==> src/core/sad_pkg.sv <==
// shared constants, types and maps of the system address decoder
package sad_pkg;

  // address widths: 36-bit memory space, 16-bit i/o space
  localparam int ADDR_W = 36;
  localparam int IO_W   = 16;
  localparam int NWIN   = 10;
  localparam int NIOWIN = 2;
  localparam int NSEG   = 12;

  // fixed legacy boundaries
  localparam logic [ADDR_W-1:0] LOW640_TOP = 36'h0_000a_0000;
  localparam logic [ADDR_W-1:0] VGA_BASE   = 36'h0_000a_0000;
  localparam logic [ADDR_W-1:0] VGA_TOP    = 36'h0_000c_0000;
  localparam logic [ADDR_W-1:0] MONO_BASE  = 36'h0_000b_0000;
  localparam logic [ADDR_W-1:0] MONO_TOP   = 36'h0_000b_8000;
  localparam logic [ADDR_W-1:0] SEG_BASE   = 36'h0_000c_0000;
  localparam logic [ADDR_W-1:0] SEG_TOP    = 36'h0_000f_0000;
  localparam logic [ADDR_W-1:0] ONE_MB     = 36'h0_0010_0000;
  localparam int                SEG_SHIFT  = 14;
  localparam int                MB_SHIFT   = 20;
  localparam logic [6:0]        STOLEN_MAX = 7'h40;

  // monochrome adapter i/o ports
  localparam logic [IO_W-1:0] MONO_PORTS [6] = '{16'h03b4, 16'h03b5, 16'h03b8,
                                                 16'h03b9, 16'h03ba, 16'h03bf};

  // memory window index and size (log2 bytes)
  localparam int W_EGRESS = 0;
  localparam int W_HUBREG = 1;
  localparam int W_DLINK  = 2;
  localparam int W_FLAT   = 3;
  localparam int W_MMIO0  = 4;
  localparam int W_MMIO1  = 5;
  localparam int W_APERT  = 6;
  localparam int W_GTT    = 7;
  localparam int W_MBOX0  = 8;
  localparam int W_MBOX1  = 9;
  localparam logic [5:0] WIN_LOG2 [NWIN] = '{6'h0c, 6'h0e, 6'h0c, 6'h1a, 6'h13,
                                             6'h13, 6'h1c, 6'h12, 6'h04, 6'h04};
  localparam logic [5:0] FLAT_LOG2_MIN = 6'h1a;
  localparam logic [1:0] FLAT_SEL_MAX  = 2'h2;

  // i/o windows: graphics index/data pair, keyboard-and-text
  localparam int         IW_GFX   = 0;
  localparam int         IW_KT    = 1;
  localparam logic [5:0] IOWIN_LOG2 [NIOWIN] = '{6'h03, 6'h03};
  localparam int         GFX_DATA_BIT = 2;

  // routing targets, one-hot
  typedef enum logic [6:0] {
    TGT_DRAM    = 7'h01,
    TGT_GFX     = 7'h02,
    TGT_PCIE    = 7'h04,
    TGT_HUBLINK = 7'h08,
    TGT_HUBREG  = 7'h10,
    TGT_MGMT    = 7'h20,
    TGT_ABORT   = 7'h40
  } sad_target_type;

  localparam sad_target_type WIN_TGT [NWIN] = '{TGT_HUBREG, TGT_HUBREG, TGT_HUBREG,
    TGT_HUBREG, TGT_GFX, TGT_GFX, TGT_GFX, TGT_GFX, TGT_MGMT, TGT_MGMT};

  // request source
  typedef enum logic [1:0] {
    SRC_CPU     = 2'h0,
    SRC_PCIE    = 2'h1,
    SRC_HUBLINK = 2'h2
  } sad_src_type;

  // output stage states
  typedef enum logic [1:0] {
    ST_IDLE = 2'h1,
    ST_FULL = 2'h2
  } sad_state_type;

  typedef struct packed {
    logic [ADDR_W-1:0] addr;
    logic              write;
    logic              io;
    sad_src_type       src;
    logic              mgmt_mode;
    logic              snoop;
  } sad_req_type;

  typedef struct packed {
    logic [ADDR_W-1:0]            top_of_low_dram;
    logic [6:0]                   stolen_mb;
    logic [NWIN-1:0][ADDR_W-1:0]  win_base;
    logic [NWIN-1:0]              win_en;
    logic [1:0]                   flat_size;
    logic [NIOWIN-1:0][IO_W-1:0]  io_base;
    logic [NIOWIN-1:0]            io_en;
    logic                         gfx_vga_en;
    logic                         vga_en;
    logic                         mono_adapter_present;
    logic                         smram_en;
    logic [2*NSEG-1:0]            seg_attr;
  } sad_cfg_type;

  typedef struct packed {
    logic [ADDR_W-1:0] addr;
    logic              write;
    logic              io;
    sad_src_type       src;
    sad_target_type    target;
    logic              gfx_io_data;
    logic              cfg_access;
  } sad_res_type;

endpackage : sad_pkg

==> src/core/sad_win_match.sv <==
// base-aligned window hit test with a run-time size
`timescale 1ns/1ps
module sad_win_match #(
  parameter int AW = 36
) (
  // window
  input  wire logic [AW-1:0] addr,
  input  wire logic [AW-1:0] base,
  input  wire logic [5:0]    size_log2,
  input  wire logic          en,
  // result
  output logic               hit
);

  // bits above the window size must equal the base
  assign hit = en && (((addr ^ base) >> size_log2) == '0);

endmodule : sad_win_match

==> src/core/sad_seg_attr.sv <==
// attribute lookup for the twelve 16 KB segments from 768 KB to 960 KB
`timescale 1ns/1ps
module sad_seg_attr (
  // access
  input  wire logic [sad_pkg::ADDR_W-1:0]   addr,
  input  wire logic                         write,
  input  wire logic                         force_dram,
  // attributes, {write enable, read enable} per segment
  input  wire logic [2*sad_pkg::NSEG-1:0]   attr,
  // result
  output logic                              hit,
  output logic                              to_dram
);

  logic [sad_pkg::ADDR_W-1:0] off;
  logic [4:0]                 idx;
  logic [1:0]                 pair;

  // segment index, held at zero off-range to keep the select in bounds
  assign hit  = (addr >= sad_pkg::SEG_BASE) && (addr < sad_pkg::SEG_TOP);
  assign off  = addr - sad_pkg::SEG_BASE;
  assign idx  = hit ? 5'(off >> sad_pkg::SEG_SHIFT) : 5'h00;
  assign pair = attr[idx*2 +: 2];

  // clear attribute sends that direction to the hub link
  assign to_dram = force_dram || (write ? pair[1] : pair[0]);

endmodule : sad_seg_attr

==> src/core/sad_decoder.sv <==
// system address decoder: routes memory and i/o cycles to their target
// Summary of operation
// - memory addresses are 36 bits wide, 64 GB of space.
// - space from 768 KB to 960 KB has per-segment disabled, rw, write-only, read-only attributes.
// - nothing above top of low dram is ever remapped into dram.
// - dram decode wins over any overlapping window; among overlapping windows the lowest index wins.
// - below top of low dram only hub-link writes to pcie video may peer; enforced only in a0000h-bffffh, other peers may reach hub link or graphics.
// - egress and downstream-link register windows decode 4 KB each.
// - flat config window is 64, 128 or 256 MB, 4 KB per function.
// - stolen-memory control reserves 0 to 64 MB of dram for graphics.
// - graphics has 512 KB register windows, 256 MB aperture, 256 KB table.
// - graphics i/o window is an index/data pair reaching graphics registers.
// - mailbox windows decode 16 bytes, keyboard-text i/o window 8 bytes.
// - the lowest 640 KB always goes to dram.
// - legacy video goes to graphics, pcie or hub link; mono range with adapter-present first, then graphics.
// - after graphics, vga enable picks pcie, else hub link.
// - enabled smram: cpu in management mode reaches dram, else video routing.
// - peer cycles to enabled smram use video routing or master-abort.
// - mono adapter range b0000h-b7fffh follows steering and adapter-present.
// - mono adapter i/o ports follow the same steering.
// - expansion area is eight 16 KB segments with four states each.
// - bios extension is four 16 KB segments; disabled ones not remapped.
// - non-snooped peer accesses to attribute segments always go to dram.
// - accesses to disabled segments default to the hub link.
`timescale 1ns/1ps
module sad_decoder (
  // clock and reset
  input  wire logic                 mclk,
  input  wire logic                 rst,
  // configuration, held stable by software
  input  wire sad_pkg::sad_cfg_type cfg,
  // request
  input  wire logic                 req_valid,
  output logic                      req_ready,
  input  wire sad_pkg::sad_req_type req,
  // routed result
  output logic                      out_valid,
  input  wire logic                 out_ready,
  output sad_pkg::sad_res_type      res_q
);

  sad_pkg::sad_state_type        state_q;
  sad_pkg::sad_state_type        state_d;
  sad_pkg::sad_target_type       tgt;
  sad_pkg::sad_target_type       video_tgt;
  logic                          take;
  logic                          is_cpu;
  logic                          in_vga;
  logic                          in_mono;
  logic                          mono_port;
  logic                          seg_hit;
  logic                          seg_dram;
  logic                          flat_hit;
  logic                          gfx_data;
  logic [sad_pkg::ADDR_W-1:0]    stolen_base;
  logic [5:0]                    flat_log2;
  logic [sad_pkg::NWIN-1:0]      win_hit;
  logic [sad_pkg::NIOWIN-1:0]    io_hit;
  logic [sad_pkg::IO_W-1:0]      io_addr;

  // legacy video steering shared by memory and i/o decode
  function automatic sad_pkg::sad_target_type video_route(
    input logic mono, input logic gfx_vga, input logic vga, input logic present);
    if (mono && present) begin
      return sad_pkg::TGT_HUBLINK;
    end else if (gfx_vga) begin
      return sad_pkg::TGT_GFX;
    end else if (vga) begin
      return sad_pkg::TGT_PCIE;
    end
    return sad_pkg::TGT_HUBLINK;
  endfunction : video_route

  // stolen size is clamped to its largest setting
  function automatic logic [sad_pkg::ADDR_W-1:0] stolen_bytes(input logic [6:0] mb);
    logic [6:0] m;
    m = (mb > sad_pkg::STOLEN_MAX) ? sad_pkg::STOLEN_MAX : mb;
    return sad_pkg::ADDR_W'(m) << sad_pkg::MB_SHIFT;
  endfunction : stolen_bytes

  // flat window size, the reserved selector is clamped to the largest
  function automatic logic [5:0] FLAT_LOG2(input logic [1:0] sel);
    logic [1:0] s;
    s = (sel > sad_pkg::FLAT_SEL_MAX) ? sad_pkg::FLAT_SEL_MAX : sel;
    return sad_pkg::FLAT_LOG2_MIN + 6'(s);
  endfunction : FLAT_LOG2

  // simple region flags
  assign io_addr     = req.addr[sad_pkg::IO_W-1:0];
  assign is_cpu      = (req.src == sad_pkg::SRC_CPU);
  assign in_vga      = (req.addr >= sad_pkg::VGA_BASE) && (req.addr < sad_pkg::VGA_TOP);
  assign in_mono     = (req.addr >= sad_pkg::MONO_BASE) && (req.addr < sad_pkg::MONO_TOP);
  assign stolen_base = cfg.top_of_low_dram - stolen_bytes(cfg.stolen_mb);
  assign flat_log2   = FLAT_LOG2(cfg.flat_size);
  assign video_tgt   = video_route(in_mono, cfg.gfx_vga_en, cfg.vga_en,
                                   cfg.mono_adapter_present);

  // memory windows; the flat config window takes its size from cfg
  for (genvar i = 0; i < sad_pkg::NWIN; i++) begin : g_win
    sad_win_match #(.AW(sad_pkg::ADDR_W)) u_win (
      .addr      (req.addr),
      .base      (cfg.win_base[i]),
      .size_log2 ((i == sad_pkg::W_FLAT) ? flat_log2 : sad_pkg::WIN_LOG2[i]),
      .en        (cfg.win_en[i]),
      .hit       (win_hit[i])
    );
  end

  // i/o windows: graphics index/data pair and keyboard-text
  for (genvar j = 0; j < sad_pkg::NIOWIN; j++) begin : g_iowin
    sad_win_match #(.AW(sad_pkg::IO_W)) u_iowin (
      .addr      (io_addr),
      .base      (cfg.io_base[j]),
      .size_log2 (sad_pkg::IOWIN_LOG2[j]),
      .en        (cfg.io_en[j]),
      .hit       (io_hit[j])
    );
  end

  // attribute segments; non-snooped peer traffic is forced to dram
  sad_seg_attr u_seg (
    .addr       (req.addr),
    .write      (req.write),
    .force_dram (!is_cpu && !req.snoop),
    .attr       (cfg.seg_attr),
    .hit        (seg_hit),
    .to_dram    (seg_dram)
  );

  // mono adapter port match
  always_comb begin
    mono_port = 1'b0;
    for (int k = 0; k < 6; k++) begin
      if (io_addr == sad_pkg::MONO_PORTS[k]) begin
        mono_port = 1'b1;
      end
    end
  end

  // routing decision
  always_comb begin
    tgt      = sad_pkg::TGT_HUBLINK;
    flat_hit = 1'b0;
    gfx_data = 1'b0;
    if (req.io) begin
      if (mono_port) begin
        tgt = video_route(1'b1, cfg.gfx_vga_en, cfg.vga_en,
                          cfg.mono_adapter_present);
      end else if (io_hit[sad_pkg::IW_GFX]) begin
        tgt      = sad_pkg::TGT_GFX;
        gfx_data = io_addr[sad_pkg::GFX_DATA_BIT];
      end else if (io_hit[sad_pkg::IW_KT]) begin
        tgt = sad_pkg::TGT_MGMT;
      end
    end else if (req.addr < sad_pkg::LOW640_TOP) begin
      tgt = sad_pkg::TGT_DRAM;
    end else if (in_vga) begin
      if (cfg.smram_en && is_cpu && req.mgmt_mode) begin
        tgt = sad_pkg::TGT_DRAM;
      end else if (is_cpu) begin
        tgt = video_tgt;
      end else if (video_tgt == sad_pkg::TGT_PCIE &&
                   req.src == sad_pkg::SRC_HUBLINK && req.write) begin
        tgt = sad_pkg::TGT_PCIE;
      end else begin
        tgt = sad_pkg::TGT_ABORT;
      end
    end else if (seg_hit) begin
      tgt = seg_dram ? sad_pkg::TGT_DRAM : sad_pkg::TGT_HUBLINK;
    end else if (req.addr < sad_pkg::ONE_MB) begin
      tgt = sad_pkg::TGT_HUBLINK;
    end else if (req.addr < stolen_base) begin
      tgt = sad_pkg::TGT_DRAM;
    end else if (req.addr < cfg.top_of_low_dram) begin
      tgt = sad_pkg::TGT_GFX;
    end else begin
      // above top of low dram only the windows claim; default hub link
      for (int w = sad_pkg::NWIN - 1; w >= 0; w--) begin
        if (win_hit[w]) begin
          tgt = sad_pkg::WIN_TGT[w];
        end
      end
      flat_hit = win_hit[sad_pkg::W_FLAT];
    end
  end

  // handshake of the single-entry output stage
  assign take      = req_valid && req_ready;
  assign req_ready = (state_q == sad_pkg::ST_IDLE) || out_ready;
  assign out_valid = (state_q == sad_pkg::ST_FULL);

  always_comb begin
    case (state_q)
      sad_pkg::ST_IDLE: begin
        state_d = take ? sad_pkg::ST_FULL : sad_pkg::ST_IDLE;
      end
      sad_pkg::ST_FULL: begin
        state_d = (out_ready && !take) ? sad_pkg::ST_IDLE : sad_pkg::ST_FULL;
      end
      default: begin
        state_d = sad_pkg::ST_IDLE;
      end
    endcase
  end

  // state register
  always_ff @(posedge mclk) begin
    if (rst) begin
      state_q <= sad_pkg::ST_IDLE;
    end else begin
      state_q <= state_d;
    end
  end

  // result register, loaded on each accepted request
  always_ff @(posedge mclk) begin
    if (rst) begin
      res_q <= '{addr: '0, write: 1'b0, io: 1'b0, src: sad_pkg::SRC_CPU,
                 target: sad_pkg::TGT_HUBLINK, gfx_io_data: 1'b0, cfg_access: 1'b0};
    end else if (take) begin
      res_q.addr        <= req.addr;
      res_q.write       <= req.write;
      res_q.io          <= req.io;
      res_q.src         <= req.src;
      res_q.target      <= tgt;
      res_q.gfx_io_data <= gfx_data;
      res_q.cfg_access  <= flat_hit;
    end
  end

  // checks on the routing outcome
  a_low640_dram: assert property (@(posedge mclk) disable iff (rst)
    take && !req.io && req.addr < sad_pkg::LOW640_TOP
    |=> out_valid && res_q.target == sad_pkg::TGT_DRAM)
    else $error("low 640 KB not routed to dram");

  a_no_high_remap: assert property (@(posedge mclk) disable iff (rst)
    take && !req.io && req.addr >= cfg.top_of_low_dram && req.addr >= sad_pkg::ONE_MB
    |=> res_q.target != sad_pkg::TGT_DRAM)
    else $error("address above top of low dram sent to dram");

  a_dram_first: assert property (@(posedge mclk) disable iff (rst)
    take && !req.io && req.addr >= sad_pkg::ONE_MB && req.addr < stolen_base
    |=> res_q.target == sad_pkg::TGT_DRAM)
    else $error("window overrode dram decode");

  a_peer_video: assert property (@(posedge mclk) disable iff (rst)
    out_valid && !res_q.io && res_q.src != sad_pkg::SRC_CPU &&
    res_q.addr >= sad_pkg::VGA_BASE && res_q.addr < sad_pkg::VGA_TOP
    |-> res_q.target == sad_pkg::TGT_ABORT ||
        (res_q.target == sad_pkg::TGT_PCIE && res_q.write &&
         res_q.src == sad_pkg::SRC_HUBLINK))
    else $error("illegal peer cycle to video range");

  a_smram_cpu: assert property (@(posedge mclk) disable iff (rst)
    take && !req.io && in_vga && cfg.smram_en && is_cpu && req.mgmt_mode
    |=> res_q.target == sad_pkg::TGT_DRAM)
    else $error("management-mode access missed smram");

  a_gfx_video: assert property (@(posedge mclk) disable iff (rst)
    take && !req.io && in_vga && !in_mono && is_cpu && !req.mgmt_mode && cfg.gfx_vga_en
    |=> res_q.target == sad_pkg::TGT_GFX)
    else $error("video cycle not sent to graphics");

  a_mono_port: assert property (@(posedge mclk) disable iff (rst)
    take && req.io && mono_port && cfg.mono_adapter_present
    |=> res_q.target == sad_pkg::TGT_HUBLINK)
    else $error("mono adapter port misrouted");

  a_seg_nosnoop: assert property (@(posedge mclk) disable iff (rst)
    take && !req.io && seg_hit && !is_cpu && !req.snoop
    |=> res_q.target == sad_pkg::TGT_DRAM)
    else $error("non-snooped segment access not in dram");

  a_seg_disabled: assert property (@(posedge mclk) disable iff (rst)
    take && !req.io && seg_hit && is_cpu && !seg_dram
    |=> res_q.target == sad_pkg::TGT_HUBLINK)
    else $error("disabled segment not sent to hub link");

  a_out_hold: assert property (@(posedge mclk) disable iff (rst)
    out_valid && !out_ready |=> out_valid && $stable(res_q))
    else $error("result changed while stalled");

  a_mono_range: assert property (@(posedge mclk) disable iff (rst)
    take && !req.io && in_mono && is_cpu && !req.mgmt_mode && cfg.mono_adapter_present
    |=> res_q.target == sad_pkg::TGT_HUBLINK)
    else $error("mono adapter range misrouted");

  a_gfx_io_pair: assert property (@(posedge mclk) disable iff (rst)
    take && req.io && !mono_port && io_hit[sad_pkg::IW_GFX]
    |=> res_q.target == sad_pkg::TGT_GFX &&
        res_q.gfx_io_data == $past(io_addr[sad_pkg::GFX_DATA_BIT]))
    else $error("graphics i/o pair misrouted");

  // main scenarios
  c_dram_route: cover property (@(posedge mclk) disable iff (rst)
    out_valid && res_q.target == sad_pkg::TGT_DRAM);
  c_peer_abort: cover property (@(posedge mclk) disable iff (rst)
    out_valid && res_q.target == sad_pkg::TGT_ABORT);
  c_stall: cover property (@(posedge mclk) disable iff (rst)
    out_valid && !out_ready ##1 out_valid && out_ready);
  c_cfg_access: cover property (@(posedge mclk) disable iff (rst)
    out_valid && res_q.cfg_access);

endmodule : sad_decoder

==> config.mk <==
export PLATFORM = sky130hd
export DESIGN_NAME = sad_decoder
export DESIGN_NICKNAME = d
export VERILOG_FILES = /design/src/core/sad_pkg.sv /design/src/core/sad_win_match.sv /design/src/core/sad_seg_attr.sv /design/src/core/sad_decoder.sv
export SDC_FILE = /design/constraint.sdc
export NUM_CORES = 1
export LEC_CHECK = 0
export ABC_AREA = 1
export BUFFER_PORTS_ARGS = -buffer_cell sky130_fd_sc_hd__buf_2
export CAP_MARGIN = 5
export CORE_AREA = 3 3 223 225
export CTS_CLUSTER_DIAMETER = 30
export CTS_CLUSTER_SIZE = 25
export DETAILED_ROUTE_END_ITERATION = 8
export DIE_AREA = 0 0 226 228
export SETUP_SLACK_MARGIN = 0.5
export SLEW_MARGIN = 15
export SYNTH_ARGS = -nofsm -noshare
export SYNTH_HDL_FRONTEND = slang
export SYNTH_SLANG_ARGS = --single-unit
==> constraint.sdc <==
create_clock -name mclk -period 9.1 [get_ports mclk]
set_input_delay 0 -clock mclk [delete_from_list [all_inputs] [get_ports mclk]]
set_output_delay 0 -clock mclk [all_outputs]
set_load 0.05 [all_outputs]
==> results.ini, run 1 <==
[floorplan]
die_w_um=226
placement_rows=80
die_area_sq_um=51500
fp.dieH_um=228
core_area_sq_um=47700
start_util_pct=18.7
io_pins=574

[sta]
rsz0062_at_grt=false
setup_viol=0
fin_crit_sh_pct=44.9
tightestPinTransition_ns=1.16
tns_ns=0
max_freq_ghz=0.245
maxSlewHeadroom_pct=21.7
finalHoldViolations=0
slew_viol_final=0
min_period_ns=4.08
fin_skew_ns=0.00612

[clocking]
clockBufferDepth=2
cts_resized=0
cts.clk_slew.worst_paths_ns=0.07
cts_buffers=5
clock_latency_ns=0.30
cts-root-buf=clkbuf_16
cts_tree=done
htreeDepth=2
clock-sinks=51

[worst_setup_path]
crit_type=input port to flip-flop
cp_num_buf_inv=2
endpoint_kind=flip-flop
cp-start-kind=input port
cp_top_family=simple AND/OR/NAND/NOR gates
crit_path_top_delay_cell=nor4_1
cp.required_ns=9.35
path_common_cell=nand2_1
cp_max_fo=6
critPathMaxStageDelay_ns=0.40
critical_path_arrival_ns=4.33

[status]
outcome=complete, no violations

[routing]
drc_errors=0
drt-total-wl_um=58200
num_vias=12291
vias_per_cell=4.86
antenna_left=0
wl_per_cell_um=23.0
first_pass_iters=6
initialDrtViolationCount=937

[yosys]
synth.area.top_cells=nand2_1 (14%), dfxtp_1 (11%), ha_1 (8.4%)
syn_nets=2120
yosys-top-cells-count=nand2_1 (324), inv_1 (179), nor2_1 (149), o21ai_0 (117), a21oi_1 (98)
synth_area_sq_um=8900
syn_inst=1536
ys_types=52
synth-warning-count=0
synth_edf_count=0
synth.most_common_cell=nand2_1
yosysSeqAreaShare_pct=11.5
yosys.area.top_type=nand2_1
synth_top_area_share_pct=13.7
synth-main-ff-cell=dfxtp_1
syn_avg_cell_area_sq_um=5.80
synth_seq_cells=51
synth-async-reset-ratio_pct=0

[layout]
multi_input_area_sq_um=6800
drive_gt1_share_pct=26.4
fillers=5617
area_growth_pct=30.9
regArea_sq_um=1020
fin_nets=2489

[place]
gp_routability_congestion=0.947
dp_hpwl_um=47200
port_buffers=411

[global_routing]
grt_pass1_wl_um=80700
grt_pass1_vias=12080
overflow=0
grtUsageTotal_pct=21.7
grt_max_degree=43
grt_antenna_before_repair=21

[hold_path]
min_path_type=input port to flip-flop

[power]
peakVddDrop_mv=0.0709
power_frac_comb_pct=57.6
switching_share_pct=48.0
power.clock.fraction_pct=18.4
seqPwrFrac_pct=24.1
switching_power_uw=505
p_total_mw=1.05
p_int_uw=547
p_per_area_nw_per_um2=90.3
p_leak_nw=5.97

[job]
drv_cap=0

## placed cells by master, fill, tap and decap left out, types with 3 or more instances in the layout
master         instances
a211oi_1               6
a21oi_1               98
a221oi_1               4
and3_1                 3
buf_2                411
buf_4                  3
clkbuf_16              5
clkinv_1               3
dfxtp_1               51
diode_2               10
dlygate4sd3_1          5
ha_1                  60
inv_1                178
inv_2                 22
nand2_1              324
nand3_1               63
nand3b_1               7
nand4_1               73
nor2_1               149
nor2_4                 4
nor3_1                36
nor3b_1                6
nor4_1                42
o2111ai_1             11
o211ai_1               5
o21ai_0              117
o21ai_1               12
o22ai_1               39
or2_0                  4
or2_1                 14
or2_2                 49
xnor2_1               30
xor2_1                43
## per-stage QoR
step | setup WS (ns) | util [%] | hold WS [ns] | instance area, sq um | cells
2_1_floorplan | 5.63 | - | 0.112 | 8900 | 1536
3_3_place_gp | 4.67 | 23.9 | 0.249 | 11400 | 2508
3_5_place_dp | 4.65 | 23.9 | 0.246 | 11400 | 2508
4_1_cts | 4.96 | 24.4 | 0.0218 | 11600 | 2521
5_1_grt | 4.43 | 24.4 | 0.0210 | 11600 | 2525
6_report | 5.02 | 24.4 | 0.00871 | 11700 | 2531
## cell families (layout without fill, tap and decap cells)
kind of cell	count (synthesis)	in the layout	share of synthesized area [%]
adder cells (fa/ha/maj)	61	61	8.66
buffers and inverters	260	630	12.2
XOR/XNOR	73	73	7.18
other	0	10	0
AND/OR/NAND/NOR	784	784	41.3
AO/OA/AOI/OAI	307	307	19.2
flip-flops	51	51	11.5
## layout make-up
class / instances / area share (%)
clock inverters: 3 / 0.204
diodes: 10 / 0.215
multi-input cells: 1225 / 58.3
inverters: 203 / 6.54
clock buffers: 5 / 1.07
well taps: 615 / 6.60
repair buffers: 419 / 18.3
flip-flops and latches: 51 / 8.76
## power groups by stage
stage | Clock, mW | Sequential (mW) | Combinational [mW]
6_report | 0.193 | 0.253 | 0.605
5_1_grt | 0.205 | 0.255 | 0.670
4_1_cts | 0.198 | 0.253 | 0.606
3_5_place_dp | 0 | 0.258 | 0.601
3_3_place_gp | 0 | 0.258 | 0.599
2_1_floorplan | 0 | 0.324 | 0.288
## what timing repair did
action | 4_1_cts | 5_1_grt
buffers inserted | 0 | 0
hold endpoints to repair | 5 | 0
hold buffers | 5 | 0
## routing by layer
layer | part of all wire (%) | vias to the layer above | track usage, %
li1 | - | 5963 | -
met1 | 40 | 5555 | 26.5
met2 | 45 | 630 | 36.1
met3 | 9.6 | 125 | 5.53
met4 | 4.6 | 18 | 8.88
met5 | 0.18 | - | 0
## registers in the layout, summed over array words and instances, names as in the netlist
name	flops
res_q	49
state_q	2
## worst paths after layout
check | startpoint | to | slack (ns) | cells after the start
hold reg to reg | res_q[0] | res_q[0] | 0.47 | 2
setup / recovery | cfg[440] | res_q[5] | 5.02 | 28
setup reg to reg | state_q[1] | res_q[44] | 6.57 | 8
hold / removal | rst | res_q[2] | 0.009 | 2
Note: power is estimated with default switching activity, not from simulation.
==> inputs of run 2 (changes only) <==
- CORE_AREA: 3 3 223 225 -> 3 3 220 222
- DIE_AREA: 0 0 226 228 -> 0 0 223 225
- clock period: 9.1 -> 4.1 ns (I/O delays scaled with it)
==> run 2 against run 1 <==
  * Total power up 130%
  * Highest routed layer unchanged
  * Setup slack lost 4.3 ns
  * Design area increased by 2.5%
==> results.ini, run 2 (synthesized netlist as in run 1, its figures left out) <==
[status]
outcome=complete, no violations

[place]
dp_hpwl_um=49000  ; +3.8%
place_area_sq_um=11600  ; +1.4%
gp_routability_congestion=0.928  ; -2.0%
port_buffers=411  ; unchanged
place_ws_ns=0.0446  ; -4.61 ns

[sta]
finalHoldViolations=0  ; unchanged
fin_crit_sh_pct=81.4
max_freq_ghz=0.300
setup_viol=0  ; unchanged
maxSlewHeadroom_pct=23.8  ; +2.1 points
slew_viol_final=0  ; unchanged
rsz0062_at_grt=true
tightestPinTransition_ns=1.14  ; -0.0224 ns
tns_ns=0  ; unchanged
min_period_ns=3.34
setup_ws_ns=0.761  ; -4.26 ns
fin_skew_ns=0.00958  ; +0.00347 ns

[clocking]
cts_buffers=5  ; unchanged
cts-root-buf=clkbuf_16
htreeDepth=2  ; unchanged
cts.clk_slew.worst_paths_ns=0.08  ; about the same
clock-sinks=51  ; unchanged
clock_latency_ns=0.30  ; about the same
clockBufferDepth=2  ; unchanged
cts_tree=done

[floorplan]
fp.dieH_um=225  ; -1.3%
placement_rows=79  ; -1.3%
io_pins=574  ; unchanged
start_util_pct=19.1  ; +0.48 points
core_area_sq_um=46600  ; -2.5%
die_area_sq_um=50200  ; -2.6%
die_w_um=223  ; -1.3%

[global_routing]
overflow=0  ; unchanged
grt_antenna_before_repair=26  ; +24%
grtUsageTotal_pct=22.4  ; +0.70 points
grt_pass1_wl_um=81500  ; +1.0%
grt_pass1_vias=11706  ; -3.1%
grt_max_degree=43  ; unchanged

[routing]
wl_per_cell_um=23.4  ; +1.7%
drc_errors=0  ; unchanged
vias_per_cell=4.87  ; +0.32%
num_vias=12394  ; +0.84%
first_pass_iters=6  ; unchanged
drt-total-wl_um=59500  ; +2.2%
antenna_left=0  ; unchanged
initialDrtViolationCount=921  ; -1.7%

[worst_setup_path]
endpoint_kind=flip-flop
cp.required_ns=4.33  ; -5.02 ns
crit_type=input port to flip-flop
critical_path_arrival_ns=3.57  ; -0.76 ns
setup.worst_path.start=cfg[440]
cp-start-kind=input port
r2r-start=state_q[1]
cp_max_fo=2  ; -4

[layout]
top_register=res_q
fin_nets=2509  ; +0.80%
fillers=5392  ; -4.0%
stdcell_area_sq_um=11900  ; +2.5%
final_cell_mix=buf_2 (411), nand2_1 (319), inv_1 (177)
reg_top3=res_q: 49 flops, state_q: 2 flops
area_growth_pct=34.2
fin_util_pct=25.7  ; +1.3 points
drive_gt1_share_pct=28.7  ; +2.2 points
final_common_cell=buf_2
largest_reg_flops=49  ; unchanged

[power]
power_frac_comb_pct=56.5  ; -1.1 points
p_int_mw=1.30  ; +140%
p_leak_nw=6.10  ; +2.3%
power.clock.fraction_pct=20.4  ; +2.0 points
seqPwrFrac_pct=23.1  ; -1.0 points
p_per_area_nw_per_um2=203  ; +130%
p_total_mw=2.43  ; +130%
switching_share_pct=46.6  ; -1.5 points
peakVddDrop_mv=0.224  ; +220%
switching_power_mw=1.13  ; +120%

[hold_path]
min_path_type=input port to flip-flop
min-delay-start=req[7]

[job]
drv_cap=0  ; unchanged

## run 2: final timing paths
check,endpoint,slack [ns],depth (start not counted)
setup reg to reg,res_q[7],1.87,9
hold / removal,res_q[14],0.007,3
setup / recovery,res_q[7],0.76,25
hold reg to reg,res_q[15],0.47,2
## run 2: metal layers
metal | wire length, um | vias to the layer above | global-route usage [%]
li1 | - | 6019 | -
met1 | 24500 | 5642 | 27.5
met2 | 27600 | 608 | 39.0
met3 | 5300 | 101 | 5.42
met4 | 1930 | 24 | 6.19
met5 | 142 | - | 0
## run 2: what timing repair did
action / 4_1_cts / 5_1_grt
pin swaps: 0 / 16
hold endpoints to repair: 2 / 0
endpoints found under the setup margin: 4 / 6
hold buffers: 2 / 0
resized for setup: 4 / 24
buffers inserted: 0 / 1
## run 2: critical path: stages
cell,delay (ns)
buf_2,0.11
nor2_2,0.09
ha_1,0.14
inv_1,0.06
fa_2,0.36
nand3_2,0.07
nand2_2,0.06
a21o_1,0.18
a21oi_2,0.17
o21ai_2,0.08
nor3_2,0.22
nand3_2,0.13
xor2_1,0.16
ha_1,0.29
nand2_2,0.07
nor4_4,0.28
inv_1,0.06
o21ai_0,0.16
nor2_1,0.07
nand2_2,0.13
nand2_2,0.07
buf_4,0.15
nor3_2,0.16
nand3_1,0.13
a21oi_2,0.15
## run 2: stage by stage
stage / hold WS (ns) / instances
floorplan: 0.112 / 1536
global placement: 0.252 / 2522
detailed placement: 0.251 / 2522
CTS: 0.00419 / 2532
global route: 0.0174 / 2537
finish: 0.00705 / 2544
## run 2: area by class of cell
type / instances / area [sq um] / area share, %
timing repair buffer: 439 / 2270 / 19.0
tap: 607 / 759 / 6.36
clock inverter: 3 / 47.5 / 0.398
multi-input combinational: 1225 / 6930 / 58.0
clock buffer: 5 / 125 / 1.05
inverter: 203 / 762 / 6.38
sequential: 51 / 1020 / 8.55
antenna: 11 / 27.5 / 0.230
## run 2: power by group through the flow
stage,sequential [mW],clock [mW],combinational [mW]
after floorplan,0.719,0,0.639
after global placement,0.573,0,1.34
after detailed placement,0.573,0,1.34
after CTS,0.562,0.511,1.35
after global routing,0.567,0.523,1.51
final,0.562,0.495,1.37
==> inputs of run 3 (changes only) <==
- ABC_AREA: 1 -> 0
- CORE_AREA: 3 3 220 222 -> 3 3 219 221
- DIE_AREA: 0 0 223 225 -> 0 0 222 224
- clock period: 4.1 -> 3 ns (I/O delays scaled with it)
==> run 3 against run 2 <==
  * Via count shrank 31%
  * Sequential power grew 34%
  * Total power grew 27%
  * Non-clock buffer count grew 70
  * The flow now finishes with violations (setup timing)
  * Critical endpoint is now res_q[3]
  * Utilization shrank 2.7 points
  * Global-route usage shrank 5.1 points
  * Design area shrank 11%
==> results.ini, run 3 <==
[layout]
fin_util_pct=22.9  ; -2.7 points
final_common_cell=buf_2
area_growth_pct=51.1
fin_cells=1989  ; -22%
largest_reg_flops=49  ; unchanged
final_cell_mix=buf_2 (409), xnor2_1 (142), nand2_1 (109)
reg_top3=res_q: 49 flops, state_q: 2 flops
fin_nets=1962  ; -22%
top_register=res_q
drive_gt1_share_pct=40.4  ; +12 points
fillers=5178  ; -4.0%

[status]
outcome=finished, violations left
violations=setup timing

[yosys]
synth-async-reset-ratio_pct=0  ; unchanged
synth-main-ff-cell=dfxtp_1
yosysSeqAreaShare_pct=14.5  ; +3.0 points
synth_edf_count=0  ; unchanged
synth.most_common_cell=xnor2_1
syn_nets=1501  ; -29%
ys_types=71  ; +37%
synth_top_area_share_pct=17.8  ; +4.1 points
synth.area.top_cells=xnor2_1 (18%), dfxtp_1 (15%), xor2_1 (12%)
synth_area_sq_um=7040  ; -21%
yosys-top-cells-count=xnor2_1 (143), nand2_1 (112), xor2_1 (98), a21oi_1 (72), ha_1 (60)
syn_avg_cell_area_sq_um=7.68  ; +32%
synth-warning-count=0  ; unchanged
syn_inst=917  ; -40%
synth_seq_cells=51  ; unchanged
yosys.area.top_type=xnor2_1

[routing]
first_pass_iters=5  ; -1
wl_met2_um=21200  ; -23%
drt-total-wl_um=44900  ; -25%
met1Wirelength_um=20000  ; -18%
initialDrtViolationCount=467  ; -49%
wl_per_cell_um=22.6  ; -3.5%
antenna_left=0  ; unchanged
vias_per_cell=4.32  ; -11%
num_vias=8601  ; -31%
routed.top_layer=met5
wl_met3_um=2520  ; -52%
drc_errors=0  ; unchanged

[clocking]
htreeDepth=2  ; unchanged
cts_buffers=5  ; unchanged
clock_latency_ns=0.31  ; about the same
cts-root-buf=clkbuf_16
cts.clk_slew.worst_paths_ns=0.08  ; about the same
clockBufferDepth=2  ; unchanged
clock-sinks=51  ; unchanged
cts_tree=done

[worst_setup_path]
cp-start-kind=input port
crit_path_top_delay_cell=fa_2
path_common_cell=o21ai_1
endpoint_kind=flip-flop
critical_path_arrival_ns=3.42  ; -0.15 ns
cp_max_fo=4  ; +2
cp.required_ns=3.22  ; -1.11 ns
critPathMaxStageDelay_ns=0.33  ; -0.03 ns
crit_type=input port to flip-flop
path_cells=buf_8 > nor2b_4 > ha_2 > inv_2 > fa_2 > a21o_1 > a21oi_2 > o21ai_1 > and2_1 > o21ai_2 > and2_4 > nand2_4 > xnor2_2 > ha_1 > nand4_1 > nor2_2 > o21ai_1 > o21ai_1 > a211oi_2 > buf_4 > a2111o_1 > a311oi_2

[global_routing]
grtUsageTotal_pct=17.2  ; -5.1 points
grt_pass1_wl_um=61600  ; -24%
grt_pass1_vias=8921  ; -24%
grt_max_degree=52  ; +21%
overflow=0  ; unchanged
grt_antenna_before_repair=5  ; -81%

[floorplan]
io_pins=574  ; unchanged
fp.dieH_um=224  ; -0.44%
die_area_sq_um=49700  ; -0.89%
placement_rows=79  ; unchanged
start_util_pct=15.2  ; -3.9 points
die_w_um=222  ; -0.45%
core_area_sq_um=46400  ; -0.42%

[sta]
fin_skew_ns=0.00726  ; -0.00232 ns
setup_viol=6  ; +6
maxSlewHeadroom_pct=29.6  ; +5.8 points
min_period_ns=3.20
rsz0062_at_grt=true
fin_crit_sh_pct=107
worst_hold_slack_ns=0.0190  ; +0.0120 ns
max_freq_ghz=0.312
slew_viol_final=0  ; unchanged
tightestPinTransition_ns=1.06  ; -0.0852 ns
finalHoldViolations=0  ; unchanged
tns_ns=-0.757  ; -0.757 ns
setup_ws_ns=-0.203  ; -0.964 ns

[place]
dp_hpwl_um=38900  ; -21%
gp_routability_congestion=0.948  ; +2.2%
dp.cells=1963  ; -22%
port_buffers=411  ; unchanged

[power]
p_per_area_nw_per_um2=290  ; +43%
peakVddDrop_mv=0.250  ; +12%
p_leak_nw=4.84  ; -21%

[job]
drv_cap=0  ; unchanged

[hold_path]
min_path_type=input port to flip-flop

run 3: timing repair:
item,in CTS,in global routing
pin swaps,11,1
endpoints found under the hold margin,6,0
hold buffers,7,0
endpoints found under the setup margin,6,6
buffers inserted,6,2
gates resized for setup,10,3
run 3: metal layers:
layer	up-vias	GRT usage, %
li1	4120	-
met1	4008	22.0
met2	418	30.0
met3	53	3.01
met4	2	4.75
met5	-	0
run 3: worst paths after layout:
path,start,endpoint,slack (ns),depth (start not counted)
worst min register to register,res_q[44],res_q[44],0.46,2
worst max register to register,state_q[1],res_q[2],1.00,7
worst max-delay path,cfg[440],res_q[3],-0.20,22
worst min-delay path,req[9],res_q[16],0.02,3
run 3: metrics by stage:
stage | cell area, sq um | total power [mW] | setup slack [ns]
3_5_place_dp | 10300 | 2.45 | -0.719
5_1_grt | 10600 | 3.29 | -0.410
2_1_floorplan | 7100 | 1.69 | -0.115
4_1_cts | 10600 | 3.13 | -0.148
3_3_place_gp | 10300 | 2.43 | -0.618
6_report | 10600 | 3.09 | -0.203
run 3: worst max-delay path: cells and delay by family:
kind	cells	cell delay (ns)
AO/OA/AOI/OAI	9	1.36
adder cells (fa/ha/maj)	3	0.81
AND/OR/NAND/NOR	6	0.77
buffers and inverters	3	0.31
XOR/XNOR	1	0.16
run 3: cells by family after synthesis:
family          Yosys count  synth area share [%]
compound gates          150                  13.5
simple gates            306                  23.2
flops                    51                  14.5
fa+ha+maj                61                  10.9
mux                       6                  1.24
xor+xnor                241                  30.0
buf+inv                 102                  6.65
run 3: power breakdown:
group	switching, mW	internal [mW]
Sequential	0.0263	0.728
Combinational	0.998	0.702
Clock	0.317	0.319
run 3: layout make-up:
| type | instances | area [sq um] | area share [%] |
|---|---|---|---|
| Antenna cell | 3 | 7.51 | 0.0706 |
| Clock buffer | 5 | 125 | 1.18 |
| Clock inverter | 3 | 26.3 | 0.247 |
| Inverter | 47 | 180 | 1.69 |
| Multi-Input combinational cell | 764 | 5660 | 53.2 |
| Sequential cell | 51 | 1020 | 9.60 |
| Tap cell | 607 | 759 | 7.14 |
| Timing Repair Buffer | 509 | 2860 | 26.9 |
